### src/hdl/fcs_regs.svh
// Timing counts and command codes used by the flash host controller.
`ifndef FCS_REGS_SVH
`define FCS_REGS_SVH
`define FCS_CLK_MHZ 100
`define FCS_ADDR_UNLOCK1 16'h5555
`define FCS_ADDR_UNLOCK2 16'h2AAA
`define FCS_DATA_UNLOCK1 8'hAA
`define FCS_DATA_UNLOCK2 8'h55
`define FCS_CMD_PROGRAM 8'hA0
`define FCS_CMD_ERASE_SETUP 8'h80
`define FCS_CMD_CHIP_ERASE 8'h10
`define FCS_CMD_SECTOR_ERASE 8'h30
`define FCS_CMD_ID_ENTRY 8'h90
`define FCS_CMD_ID_EXIT 8'hF0
`define FCS_ADDR_MAKER 17'h00000
`define FCS_ADDR_PART 17'h00001
// Strobe low time in ns, well above the glitch filter width
`define FCS_STROBE_NS 40
// Read cycle time in ns and the settle time in ns
`define FCS_READ_NS 90
`define FCS_SETTLE_NS 1000
`define FCS_SECTOR_LSB 12
`define FCS_POLL_BIT 7
`define FCS_TOGGLE_BIT 6
`define FCS_STROBE_CYC ((`FCS_STROBE_NS * `FCS_CLK_MHZ + 999) / 1000)
`define FCS_READ_CYC ((`FCS_READ_NS * `FCS_CLK_MHZ + 999) / 1000)
`define FCS_SETTLE_CYC ((`FCS_SETTLE_NS * `FCS_CLK_MHZ + 999) / 1000)
`endif

### src/hdl/fcs_pkg.sv
// Types shared by the flash host controller modules.
package fcs_pkg;
    typedef enum logic [2:0] {
        FCS_OP_READ = 3'h0,
        FCS_OP_PROGRAM = 3'h1,
        FCS_OP_SECTOR_ERASE = 3'h2,
        FCS_OP_CHIP_ERASE = 3'h3,
        FCS_OP_ID_ENTRY = 3'h4,
        FCS_OP_ID_EXIT = 3'h5,
        FCS_OP_ID_EXIT_LONG = 3'h6
    } fcs_op_e;
endpackage

### src/hdl/fcs_bus_if.sv
// Internal bus cycle request between sequencer and pin cycle engine.
`timescale 1ns/1ps
interface fcs_bus_if;
    logic req;
    logic wr;
    logic [16:0] addr;
    logic [7:0] wdata;
    logic done;
    logic [7:0] rdata;
    modport seq(output req, output wr, output addr, output wdata, input done, input rdata);
    modport eng(input req, input wr, input addr, input wdata, output done, output rdata);
endinterface

### src/hdl/fcs_cycle.sv
// Pin cycle engine: one read or one write cycle on the flash pins.
`timescale 1ns/1ps
`include "fcs_regs.svh"
module fcs_cycle
    import fcs_pkg::*;
#(
    parameter int STROBE_CYC = `FCS_STROBE_CYC,
    parameter int READ_CYC = `FCS_READ_CYC
) (
    input wire logic clk, // System clock
    input wire logic sys_rst, // Synchronous reset
    fcs_bus_if.eng bus, // Cycle request
    output logic ce_n, // Chip select
    output logic oe_n, // Output gate
    output logic we_n, // Write strobe
    output logic [16:0] addr, // Address pins
    output logic [7:0] dq_out, // Data driven
    output logic dq_oe_n, // Data drive enable, low drives
    input wire logic [7:0] dq_in // Data sampled
);
    typedef enum logic [1:0] {FCS_CY_IDLE = 2'b00, FCS_CY_ACT = 2'b01, FCS_CY_HOLD = 2'b11} fcs_cy_e;
    fcs_cy_e st_reg, st_next;
    logic [7:0] cnt_reg, cnt_next;
    logic ce_n_reg, ce_n_next, oe_n_reg, oe_n_next, we_n_reg, we_n_next, dqoe_reg, dqoe_next;
    logic [16:0] a_reg, a_next;
    logic [7:0] d_reg, d_next, r_reg, r_next;
    logic done_reg, done_next;

    // Address, chip select and strobe driven in the same cycle, strobe held low, then one idle cycle of hold
    always_comb begin
        st_next = st_reg;
        cnt_next = cnt_reg;
        ce_n_next = ce_n_reg;
        oe_n_next = oe_n_reg;
        we_n_next = we_n_reg;
        dqoe_next = dqoe_reg;
        a_next = a_reg;
        d_next = d_reg;
        r_next = r_reg;
        done_next = 1'b0;
        unique case (st_reg)
            FCS_CY_IDLE: begin
                if (bus.req) begin
                    a_next = bus.addr;
                    d_next = bus.wdata;
                    ce_n_next = 1'b0;
                    // Gate high on a write so the write is never inhibited
                    oe_n_next = bus.wr;
                    we_n_next = ~bus.wr;
                    dqoe_next = ~bus.wr;
                    cnt_next = bus.wr ? 8'(STROBE_CYC - 1) : 8'(READ_CYC - 1);
                    st_next = FCS_CY_ACT;
                end
            end
            FCS_CY_ACT: begin
                if (cnt_reg == 8'h00) begin
                    r_next = dq_in;
                    ce_n_next = 1'b1;
                    oe_n_next = 1'b1;
                    we_n_next = 1'b1;
                    st_next = FCS_CY_HOLD;
                end else begin
                    cnt_next = cnt_reg - 8'h01;
                end
            end
            FCS_CY_HOLD: begin
                dqoe_next = 1'b1;
                done_next = 1'b1;
                st_next = FCS_CY_IDLE;
            end
            default: st_next = FCS_CY_IDLE;
        endcase
    end

    // Register stage
    always_ff @(posedge clk) begin
        if (sys_rst) begin
            st_reg <= FCS_CY_IDLE;
            cnt_reg <= 8'h00;
            ce_n_reg <= 1'b1;
            oe_n_reg <= 1'b1;
            we_n_reg <= 1'b1;
            dqoe_reg <= 1'b1;
            a_reg <= 17'h00000;
            d_reg <= 8'h00;
            r_reg <= 8'h00;
            done_reg <= 1'b0;
        end else begin
            st_reg <= st_next;
            cnt_reg <= cnt_next;
            ce_n_reg <= ce_n_next;
            oe_n_reg <= oe_n_next;
            we_n_reg <= we_n_next;
            dqoe_reg <= dqoe_next;
            a_reg <= a_next;
            d_reg <= d_next;
            r_reg <= r_next;
            done_reg <= done_next;
        end
    end

    assign ce_n = ce_n_reg;
    assign oe_n = oe_n_reg;
    assign we_n = we_n_reg;
    assign dq_oe_n = dqoe_reg;
    assign addr = a_reg;
    assign dq_out = d_reg;
    assign bus.done = done_reg;
    assign bus.rdata = r_reg;

    // Write strobe never low while the output gate is low
    wr_gate_a: assert property (@(posedge clk) disable iff (sys_rst) !we_n_reg |-> oe_n_reg && !ce_n_reg)
        else $error("write strobe with gate low");
    // Write strobe low for the full width
    wr_width_a: assert property (@(posedge clk) disable iff (sys_rst) $fell(we_n_reg) |-> !we_n_reg [*4])
        else $error("write strobe too short");
endmodule

### src/hdl/fcs_host.sv
// Flash host controller: command sequences and completion polling.
`timescale 1ns/1ps
`include "fcs_regs.svh"
module fcs_host
    import fcs_pkg::*;
#(
    parameter int SETTLE_CYC = `FCS_SETTLE_CYC
) (
    input wire logic clk, // System clock
    input wire logic sys_rst, // Synchronous reset
    input wire logic cmd_valid, // Start an operation
    input wire fcs_op_e cmd_op, // Operation kind
    input wire logic [16:0] cmd_addr, // Target byte or sector address
    input wire logic [7:0] cmd_data, // Byte to program
    output logic cmd_ready, // Idle, may take a command
    output logic rsp_valid, // Operation finished, one cycle
    output logic [7:0] rsp_data, // Read or identification byte
    output logic ce_n, // Chip select
    output logic oe_n, // Output gate
    output logic we_n, // Write strobe
    output logic [16:0] addr, // Address pins
    output logic [7:0] dq_out, // Data driven
    output logic dq_oe_n, // Data drive enable, low drives
    input wire logic [7:0] dq_in // Data sampled
);
    // ****************************************
    // Sequencer
    // ****************************************
    typedef enum logic [2:0] {
        FCS_IDLE = 3'b000, FCS_WRITE = 3'b001, FCS_POLL = 3'b011,
        FCS_SETTLE = 3'b010, FCS_FINAL = 3'b110, FCS_DONE = 3'b111
    } fcs_st_e;
    fcs_st_e st_reg, st_next;
    fcs_op_e op_reg, op_next;
    logic [2:0] step_reg, step_next, nstep;
    logic [16:0] ta_reg, ta_next;
    logic [7:0] td_reg, td_next, last_reg, last_next, rsp_reg, rsp_next;
    logic [15:0] sc_reg, sc_next;
    logic req_reg, req_next, ready_reg, ready_next, rv_reg, rv_next, first_reg, first_next;
    logic [16:0] wa;
    logic [7:0] wd;
    logic erase_op;
    fcs_bus_if bus();

    assign erase_op = (op_reg == FCS_OP_SECTOR_ERASE) || (op_reg == FCS_OP_CHIP_ERASE);

    // Number of writes per operation
    always_comb begin
        unique case (op_reg)
            FCS_OP_PROGRAM: nstep = 3'd4;
            FCS_OP_SECTOR_ERASE, FCS_OP_CHIP_ERASE: nstep = 3'd6;
            FCS_OP_ID_ENTRY, FCS_OP_ID_EXIT_LONG: nstep = 3'd3;
            FCS_OP_ID_EXIT: nstep = 3'd1;
            default: nstep = 3'd0;
        endcase
    end

    // Address and data of each write; bit 16 left low on command writes other than the sector erase write
    always_comb begin
        wa = {1'b0, `FCS_ADDR_UNLOCK1};
        wd = `FCS_DATA_UNLOCK1;
        unique case (step_reg)
            3'd0: begin
                wd = (op_reg == FCS_OP_ID_EXIT) ? `FCS_CMD_ID_EXIT : `FCS_DATA_UNLOCK1;
            end
            3'd1, 3'd4: begin
                wa = {1'b0, `FCS_ADDR_UNLOCK2};
                wd = `FCS_DATA_UNLOCK2;
            end
            3'd2: begin
                unique case (op_reg)
                    FCS_OP_PROGRAM: wd = `FCS_CMD_PROGRAM;
                    FCS_OP_ID_ENTRY: wd = `FCS_CMD_ID_ENTRY;
                    FCS_OP_ID_EXIT_LONG: wd = `FCS_CMD_ID_EXIT;
                    default: wd = `FCS_CMD_ERASE_SETUP;
                endcase
            end
            3'd3: begin
                if (op_reg == FCS_OP_PROGRAM) begin
                    wa = ta_reg;
                    wd = td_reg;
                end
            end
            3'd5: begin
                if (op_reg == FCS_OP_SECTOR_ERASE) begin
                    // Only the sector field matters; low bits cleared
                    wa = {ta_reg[16:`FCS_SECTOR_LSB], 12'h000};
                    wd = `FCS_CMD_SECTOR_ERASE;
                end else begin
                    wd = `FCS_CMD_CHIP_ERASE;
                end
            end
            default: wd = `FCS_DATA_UNLOCK1;
        endcase
    end

    // Sequence of writes, then polling for program and erase; nothing new is issued while busy
    always_comb begin
        st_next = st_reg;
        op_next = op_reg;
        step_next = step_reg;
        ta_next = ta_reg;
        td_next = td_reg;
        last_next = last_reg;
        rsp_next = rsp_reg;
        sc_next = sc_reg;
        req_next = 1'b0;
        ready_next = ready_reg;
        rv_next = 1'b0;
        first_next = first_reg;
        unique case (st_reg)
            FCS_IDLE: begin
                if (cmd_valid) begin
                    op_next = cmd_op;
                    ta_next = cmd_addr;
                    td_next = cmd_data;
                    step_next = 3'd0;
                    ready_next = 1'b0;
                    req_next = 1'b1;
                    st_next = (cmd_op == FCS_OP_READ) ? FCS_FINAL : FCS_WRITE;
                end
            end
            FCS_WRITE: begin
                if (bus.done) begin
                    if (step_reg == nstep - 3'd1) begin
                        // Status is valid after the last strobe rises
                        first_next = 1'b1;
                        req_next = (op_reg == FCS_OP_PROGRAM) || erase_op;
                        st_next = req_next ? FCS_POLL : FCS_DONE;
                    end else begin
                        step_next = step_reg + 3'd1;
                        req_next = 1'b1;
                    end
                end
            end
            FCS_POLL: begin
                if (bus.done) begin
                    last_next = bus.rdata;
                    first_next = 1'b0;
                    // Two equal toggle bits in a row mean done
                    if (!first_reg && (bus.rdata[`FCS_TOGGLE_BIT] == last_reg[`FCS_TOGGLE_BIT])) begin
                        sc_next = 16'(SETTLE_CYC);
                        st_next = FCS_SETTLE;
                    end else begin
                        req_next = 1'b1;
                    end
                end
            end
            FCS_SETTLE: begin
                if (sc_reg == 16'h0000) begin
                    req_next = 1'b1;
                    st_next = FCS_FINAL;
                end else begin
                    sc_next = sc_reg - 16'h0001;
                end
            end
            FCS_FINAL: begin
                if (bus.done) begin
                    rsp_next = bus.rdata;
                    st_next = FCS_DONE;
                end
            end
            FCS_DONE: begin
                rv_next = 1'b1;
                ready_next = 1'b1;
                st_next = FCS_IDLE;
            end
            default: st_next = FCS_IDLE;
        endcase
    end

    // Register stage
    always_ff @(posedge clk) begin
        if (sys_rst) begin
            st_reg <= FCS_IDLE;
            op_reg <= FCS_OP_READ;
            step_reg <= 3'd0;
            ta_reg <= 17'h00000;
            td_reg <= 8'h00;
            last_reg <= 8'h00;
            rsp_reg <= 8'h00;
            sc_reg <= 16'h0000;
            req_reg <= 1'b0;
            ready_reg <= 1'b1;
            rv_reg <= 1'b0;
            first_reg <= 1'b0;
        end else begin
            st_reg <= st_next;
            op_reg <= op_next;
            step_reg <= step_next;
            ta_reg <= ta_next;
            td_reg <= td_next;
            last_reg <= last_next;
            rsp_reg <= rsp_next;
            sc_reg <= sc_next;
            req_reg <= req_next;
            ready_reg <= ready_next;
            rv_reg <= rv_next;
            first_reg <= first_next;
        end
    end

    // Polls and final read use the target address
    assign bus.req = req_reg;
    assign bus.wr = (st_reg == FCS_WRITE);
    assign bus.addr = (st_reg == FCS_WRITE) ? wa : ta_reg;
    assign bus.wdata = wd;
    assign cmd_ready = ready_reg;
    assign rsp_valid = rv_reg;
    assign rsp_data = rsp_reg;

    // ****************************************
    // Pin cycle engine
    // ****************************************
    fcs_cycle u_cycle (
        .clk(clk),
        .sys_rst(sys_rst),
        .bus(bus),
        .ce_n(ce_n),
        .oe_n(oe_n),
        .we_n(we_n),
        .addr(addr),
        .dq_out(dq_out),
        .dq_oe_n(dq_oe_n),
        .dq_in(dq_in)
    );

    // Final read issued right after the settle wait ends
    settle_wait_a: assert property (@(posedge clk) disable iff (sys_rst)
        (st_reg == FCS_SETTLE && sc_reg == 16'h0000) |=> st_reg == FCS_FINAL)
        else $error("final read not after settle");
    // A sixth write is only ever sent by an erase
    erase_len_a: assert property (@(posedge clk) disable iff (sys_rst)
        (st_reg == FCS_WRITE && $past(st_reg) == FCS_WRITE && step_reg == 3'd5 && bus.done) |-> erase_op)
        else $error("sixth write outside erase");
    // No command accepted while polling
    busy_block_a: assert property (@(posedge clk) disable iff (sys_rst)
        (st_reg == FCS_POLL) |-> !ready_reg)
        else $error("ready while polling");
    // Sector erase last write carries 30H
    sector_cmd_a: assert property (@(posedge clk) disable iff (sys_rst)
        (st_reg == FCS_WRITE && step_reg == 3'd5 && op_reg == FCS_OP_SECTOR_ERASE) |-> wd == 8'h30)
        else $error("sector erase code wrong");
    // Program third write carries A0H at the unlock address
    prog_cmd_a: assert property (@(posedge clk) disable iff (sys_rst)
        (st_reg == FCS_WRITE && step_reg == 3'd2 && op_reg == FCS_OP_PROGRAM) |-> wd == 8'hA0 && wa == 17'h05555)
        else $error("program code wrong");
    // Done pulse lasts one cycle
    rsp_pulse_a: assert property (@(posedge clk) disable iff (sys_rst) rsp_valid |=> !rsp_valid)
        else $error("done pulse too long");
endmodule

### config.mk
export PLATFORM = sky130hd
export DESIGN_NAME = fcs_host
export DESIGN_NICKNAME = d
export VERILOG_FILES = /design/src/hdl/fcs_pkg.sv /design/src/hdl/fcs_bus_if.sv /design/src/hdl/fcs_cycle.sv /design/src/hdl/fcs_host.sv
export VERILOG_INCLUDE_DIRS = /design/src /design/src/hdl
export SDC_FILE = /design/constraint.sdc
export NUM_CORES = 1
export LEC_CHECK = 0
export ABC_AREA = 1
export BUFFER_PORTS_ARGS = -buffer_cell sky130_fd_sc_hd__buf_2
export CAP_MARGIN = 20
export CORE_MARGIN = 5
export CORE_UTILIZATION = 30
export CTS_CLUSTER_DIAMETER = 60
export CTS_CLUSTER_SIZE = 28
export DETAILED_ROUTE_END_ITERATION = 8
export GPL_TIMING_DRIVEN = 1
export PLACE_DENSITY_LB_ADDON = 0.1
export SYNTH_ARGS = -nofsm -noshare
export SYNTH_HDL_FRONTEND = slang
export SYNTH_HIERARCHICAL = 1
export SYNTH_SLANG_ARGS = --single-unit
### constraint.sdc
create_clock -name clk -period 4.2 [get_ports clk]
set_input_delay 0.42 -clock clk [delete_from_list [all_inputs] [get_ports clk]]
set_output_delay 0.42 -clock clk [all_outputs]
set_load 0.01 [all_outputs]
==> flow_summary_export.csv, run 1 <==
group,metric,value,unit
global_route,grt-ovfl-total,0,
synth,syn-cell-area,0.00545,mm2
floorplan,core_area,0.0179,mm2
sta,rsz0062_at_grt,"false",
synth,ys_ff_latch,111,
cts,cts_resized,0,
global_route,grt_usage,0.141,
cts,clk-insertion-delay-late,0.35,ns
sta,tns,0,ns
floorplan,io_pins,78,
global_route,grt_pass1_vias,4862,
worst_hold_path,min_path_type,"input pin to flip-flop",
sta,hold_viol,0,
synth,ys_seq_area_frac,0.408,
global_route,grt_max_degree,32,
floorplan,die_w,145,um
cts,cts_root_buffer,"clkbuf_16",
cts,post_cts_buffers,0,
layout,finalNonFillerCells,1061,
synth,ys_warn_count,6,
route,vias_per_cell,4.63,
global_route,antenna_found_initial,0,
critical_path,path_cells,"nor2_1 > nand2_2 > inv_1 > nand2_1 > buf_4 > o21ai_0 > a21oi_1",
critical_path,required,4.42,ns
floorplan,initial_utilization,0.304,
sta,timing.slew.headroom,0.483,
route,firstDrtPassIters,4,
layout,area_growth,15.4,%
cts,cts.sinks,111,
sta,fin_skew,0.00811,ns
power,pwr_density_cell,764,mW/mm2
route,dr_total_vias,4913,
place,port_buffers,77,
floorplan,rows,49,
route,drtIter0Drc,228,
layout,nNetsFinal,873,
sta,max_freq,0.458,GHz
floorplan,die-area,0.0209,mm2
sta,finalCritPeriodShare,0.520,
cts,cts_tree,"done",
global_route,grt_pass1_wl,23.7,mm
place,dp.cells,1045,
power,p_leak,2.91,nW
cts,clk_pin_slew,0.07,ns
cts,clock_path_buffers,2,
layout,antenna_cells,0,
cts,htreeDepth,3,
route,route.antenna.remaining_nets,0,
cts,hold_buffers,0,
floorplan,die_y,145,um
route,drc,0,
critical_path,worst_setup_path_start_kind,"flip-flop",
cts,cts_inserted_buffers,9,
critical_path,critPathMaxStageDelay,0.50,ns
sta,setup_viol,0,
synth,syn-mean-instance-area,7.16,um2
critical_path,critPathCaptureType,"flip-flop",
critical_path,critPathSlowestCell,"nand2_1",
place,place_congestion,0.855,
layout,drive_gt1_frac,0.203,
sta,drv_slew,0,
synth,synthCells,761,
run_status,status,"finished, final reports clean",
route,post_drt_wl_per_cell,13.3,um
synth,ys_types,42,
route,wl,14.1,mm
power,ir_worst_vdd,0.306,mV
sta,fin_crit,2.18,ns
synth,syn_nets,807,
critical_path,crit_path_max_fanout,26,
flow_run,maxCapViolCount,0,
critical_path,setup.worst_path.class,"flip-flop to flip-flop",
place,dp_hpwl,10.6,mm
sta,worst_pin_slew,0.775,ns
critical_path,critPathArrivalTime,2.40,ns
layout,nFillCells,1979,
[metrics by stage]
| stage | util | power (W) | area (um2) | hold slack (ns) | setup WS (ns) |
|---|---|---|---|---|---|
| 6_report | 0.351 | 0.00480 | 6280 | 0.253 | 2.02 |
| 5_1_grt | 0.351 | 0.00529 | 6280 | 0.249 | 1.70 |
| 4_1_cts | 0.351 | 0.00487 | 6280 | 0.238 | 1.96 |
| 3_5_place_dp | 0.335 | 0.00401 | 6000 | 0.439 | 1.98 |
| 3_3_place_gp | 0.335 | 0.00400 | 6000 | 0.435 | 2.08 |
| 2_1_floorplan | - | 0.00348 | 5450 | 0.424 | 2.54 |
[layout by cell type, fill, tap and decap left out, types with 3 or more instances in the layout]
master	Yosys	layout
nand2_4	6	6
dfxtp_1	111	111
o21ai_1	6	6
nand2_1	148	148
nor2_1	121	121
a21oi_1	55	55
nor2_2	5	5
nor2_4	5	5
nand4_1	5	5
inv_1	62	62
nor3_1	4	4
xor2_1	10	10
buf_2	12	77
nand3_1	48	48
clkbuf_16	0	9
or2_2	3	3
nor2_8	3	3
inv_4	3	3
ha_1	7	7
nand2_2	19	19
a21oi_2	12	12
o21ai_0	72	72
inv_2	10	10
[synth_stat cells (all sizes together)]
library cell | number | area, um2
a221oi | 1 | 8.76
inv | 75 | 289
clkbuf | 10 | 38.8
o31ai | 1 | 7.51
nand2 | 174 | 762
nor2 | 134 | 602
dfxtp | 111 | 2220
o2111ai | 2 | 17.5
ha | 7 | 87.6
nand4 | 6 | 43.8
buf | 14 | 91.3
nor3 | 4 | 20.0
or2 | 3 | 18.8
o21ai | 80 | 408
nor4 | 1 | 6.26
clkinv | 2 | 7.51
xnor2 | 2 | 17.5
nor3b | 1 | 7.51
xor2 | 10 | 87.6
or3 | 1 | 6.26
o22ai | 1 | 6.26
a21oi | 68 | 397
nand3 | 51 | 278
o211ai | 2 | 15.0
[path summary, 6_finish.rpt]
check                                            to  cells past startpoint              startpoint  slack [ns]
hold / removal    u_cycle/bus.rdata[5]$_SDFFE_PP0P_                      3                dq_in[5]        0.25
setup reg to reg             td_reg[6]$_SDFFE_PP0P_                      7  st_reg[1]$_SDFFE_PP0P_        2.02
setup / recovery             td_reg[6]$_SDFFE_PP0P_                      7  st_reg[1]$_SDFFE_PP0P_        2.02
hold reg to reg              ta_reg[4]$_SDFFE_PP0P_                      2  ta_reg[4]$_SDFFE_PP0P_        0.45
[logic make-up (layout without fill, tap and decap cells)]
group / after synthesis / in the layout / synth area share
buffers and inverters: 101 / 172 / 0.0784
adder cells (fa/ha/maj): 7 / 7 / 0.0161
XOR/XNOR: 12 / 12 / 0.0193
AND/OR/NAND/NOR: 375 / 375 / 0.320
AO/OA/AOI/OAI: 155 / 155 / 0.158
flip-flops: 111 / 111 / 0.408
[per-layer routing]
metal / vias up / wire, um / global-route usage
met2: 93 / 6380 / 0.232
met4: 0 / 249 / 0.0457
li1: 2581 / - / -
met1: 2221 / 6750 / 0.184
met3: 18 / 735 / 0.0315
met5: - / 0 / 0
[critical path: cells and delay by family (launching register included)]
kind | cells | cell delay (ns)
compound gates | 2 | 0.24
simple gates | 3 | 0.77
buf+inv | 2 | 0.65
flops | 1 | 0.39
[area by class of cell]
cell class / count / area [um2] / share of cell area
Tap cell: 229 / 287 / 0.0456
Multi-Input combinational cell: 549 / 2800 / 0.445
Clock inverter: 6 / 42.5 / 0.00677
Inverter: 77 / 297 / 0.0472
Timing Repair Buffer: 79 / 400 / 0.0637
Clock buffer: 10 / 239 / 0.0380
Sequential cell: 111 / 2220 / 0.354
[report_power, final]
group	internal, W	switching [W]	leakage [nW]
sequential	0.00134	0.000184	0.907
combinational	0.000846	0.00160	1.86
clock	0.000422	0.000406	0.135
total	0.00261	0.00219	2.91
Note: power is estimated with default switching activity, not from simulation.
==> inputs of run 2 (changes only) <==
==> constraint.sdc (replaced) <==
create_clock -name clk -period 1.9 [get_ports clk]
set_input_delay 0.19 -clock clk [delete_from_list [all_inputs] [get_ports clk]]
set_output_delay 0.19 -clock clk [all_outputs]
set_load 0.01 [all_outputs]
==> run 2 against run 1 <==
  * Utilization increased by 0.95 points
  * Design area up 2.7%
  * Via count grew 0.49%
  * Worst setup slack worse by 1.9 ns
  * Cell count increased by 1.0%
  * Largest cell class unchanged
  * Largest power group unchanged
==> flow_summary_export.csv, run 2 (synthesis gave the netlist of run 1 again) <==
group,metric,value,unit
run_status,status,"finished, final reports clean",
floorplan,io_pins,78,
critical_path,timing.rr.start,"step_reg[0]$_SDFFE_PP0P_",
route,firstDrtPassIters,4,
layout,antenna_cells,0,
global_route,grt_pass1_wl,23.6,mm
sta,hold_viol,0,
place,port_buffers,77,
power,ir_worst_vdd,0.782,mV
cts,cts_root_buffer,"clkbuf_16",
sta,worst_pin_slew,0.597,ns
cts,cts.sinks,111,
cts,clk-insertion-delay-late,0.36,ns
critical_path,crit_path_max_fanout,5,
route,wl_met1,6.72,mm
critical_path,critPathCaptureType,"flip-flop",
global_route,grt_max_degree,49,
cts,clk_pin_slew,0.08,ns
route,wl_met2,6.66,mm
critical_path,required,2.15,ns
layout,nNetsFinal,884,
critical_path,worst_setup_path_start_kind,"flip-flop",
global_route,antenna_found_initial,0,
sta,fin_skew,0.00919,ns
sta,max_freq,0.574,GHz
sta,fin_hold_ws,0.0174,ns
sta,drv_slew,0,
floorplan,core_area,0.0179,mm2
place,dp_hpwl,10.7,mm
cts,htreeDepth,3,
sta,setup_viol,0,
critical_path,setup.worst_path.class,"flip-flop to flip-flop",
flow_run,maxCapViolCount,0,
sta,fin_crit,1.74,ns
floorplan,rows,49,
route,wl,14.4,mm
power,p_leak,2.99,nW
sta,tns,0,ns
floorplan,die-area,0.0209,mm2
route,highest_layer,"met4",
floorplan,initial_utilization,0.304,
route,vias_per_cell,4.61,
cts,cts_inserted_buffers,9,
critical_path,critPathLaunch,"step_reg[0]$_SDFFE_PP0P_",
route,drc,0,
global_route,grt-ovfl-total,0,
sta,timing.slew.headroom,0.602,
sta,finalCritPeriodShare,0.917,
layout,area_growth,18.5,%
floorplan,die_w,145,um
route,met3WireLength,741,um
route,dr_total_vias,4937,
cts,cts_tree,"done",
critical_path,critPathArrivalTime,1.99,ns
power,pwr_density_cell,1710,mW/mm2
layout,drive_gt1_frac,0.224,
worst_hold_path,min_path_type,"input pin to flip-flop",
floorplan,die_y,145,um
global_route,grt_pass1_vias,4864,
place,place_congestion,0.861,
route,drtIter0Drc,251,
layout,final_common_cell,"nand2_1",
global_route,grt_usage,0.141,
layout,final_cell_mix,"nand2_1, nor2_1, dfxtp_1",
power,fin_total_pwr,0.0110,W
route,route.antenna.remaining_nets,0,
cts,clock_path_buffers,2,
layout,post-route-util,0.360,
route,post_drt_wl_per_cell,13.4,um
worst_hold_path,min_from,"dq_in[1]",
## run 2: changes by cell type in the layout (fill, tap and decap cells not counted), moves of 3 or more
cell / delta
nor2_1: -3
buf_4: +9
nor2_2: +3
clkinv_4: +4
## run 2: timing repair
| item | in CTS | in global routing |
|---|---|---|
| setup endpoints to repair | 2 | 28 |
| hold buffers | 0 | 0 |
| gates resized for setup | 2 | 10 |
| endpoints found under the hold margin | 0 | 0 |
| pin swaps | 1 | 2 |
| setup buffers | 0 | 1 |
## run 2: power breakdown
group / total, W / leakage [nW] / switching (W) / internal [W]
Clock: 0.00200 / 0.156 / 0.000923 / 0.00108
Combinational: 0.00563 / 1.93 / 0.00361 / 0.00202
Sequential: 0.00339 / 0.908 / 0.000420 / 0.00297
Total: 0.0110 / 2.99 / 0.00495 / 0.00607
## run 2: final cells by class
type	instances	area, um2
well taps	229	287
clock inverters	6	81.3
multi-input cells	549	2810
repair buffers	90	508
flip-flops and latches	111	2230
clock buffers	10	239
inverters	77	297
fillers	1972	11400
## run 2: routing by layer
| layer | vias up | GRT usage |
|---|---|---|
| li1 | 2604 | - |
| met1 | 2221 | 0.183 |
| met2 | 93 | 0.232 |
| met3 | 19 | 0.0315 |
| met4 | 0 | 0.0471 |
| met5 | - | 0 |
## run 2: worst paths after layout
kind | to | slack (ns) | depth (start not counted)
worst max-delay path | u_cycle/addr[16]$_SDFFE_PP0P_ | 0.16 | 14
worst min-delay path | u_cycle/bus.rdata[1]$_SDFFE_PP0P_ | 0.02 | 3
worst max register to register | u_cycle/addr[16]$_SDFFE_PP0P_ | 0.16 | 14
worst min register to register | u_cycle/ce_n$_SDFFE_PP1P_ | 0.45 | 2
## run 2: through the flow
step | cell area [um2] | worst slack (ns) | std cells
2_1_floorplan | 5450 | 0.243 | 761
3_3_place_gp | 6090 | 0.0567 | 1055
3_5_place_dp | 6090 | -0.0120 | 1055
4_1_cts | 6410 | 0.0174 | 1071
5_1_grt | 6450 | -0.0128 | 1072
6_report | 6450 | 0.158 | 1072
## run 2: worst max-delay path, stage by stage (launching register included)
cell,delay (ns)
dfxtp_4,0.38
inv_1,0.07
ha_1,0.22
nand2_1,0.07
nand2_1,0.09
nor2_2,0.13
nand2_2,0.10
inv_1,0.08
o21ai_2,0.07
nor2_2,0.13
inv_1,0.07
nand2_1,0.06
inv_1,0.03
nor2_1,0.09
nor2_1,0.05
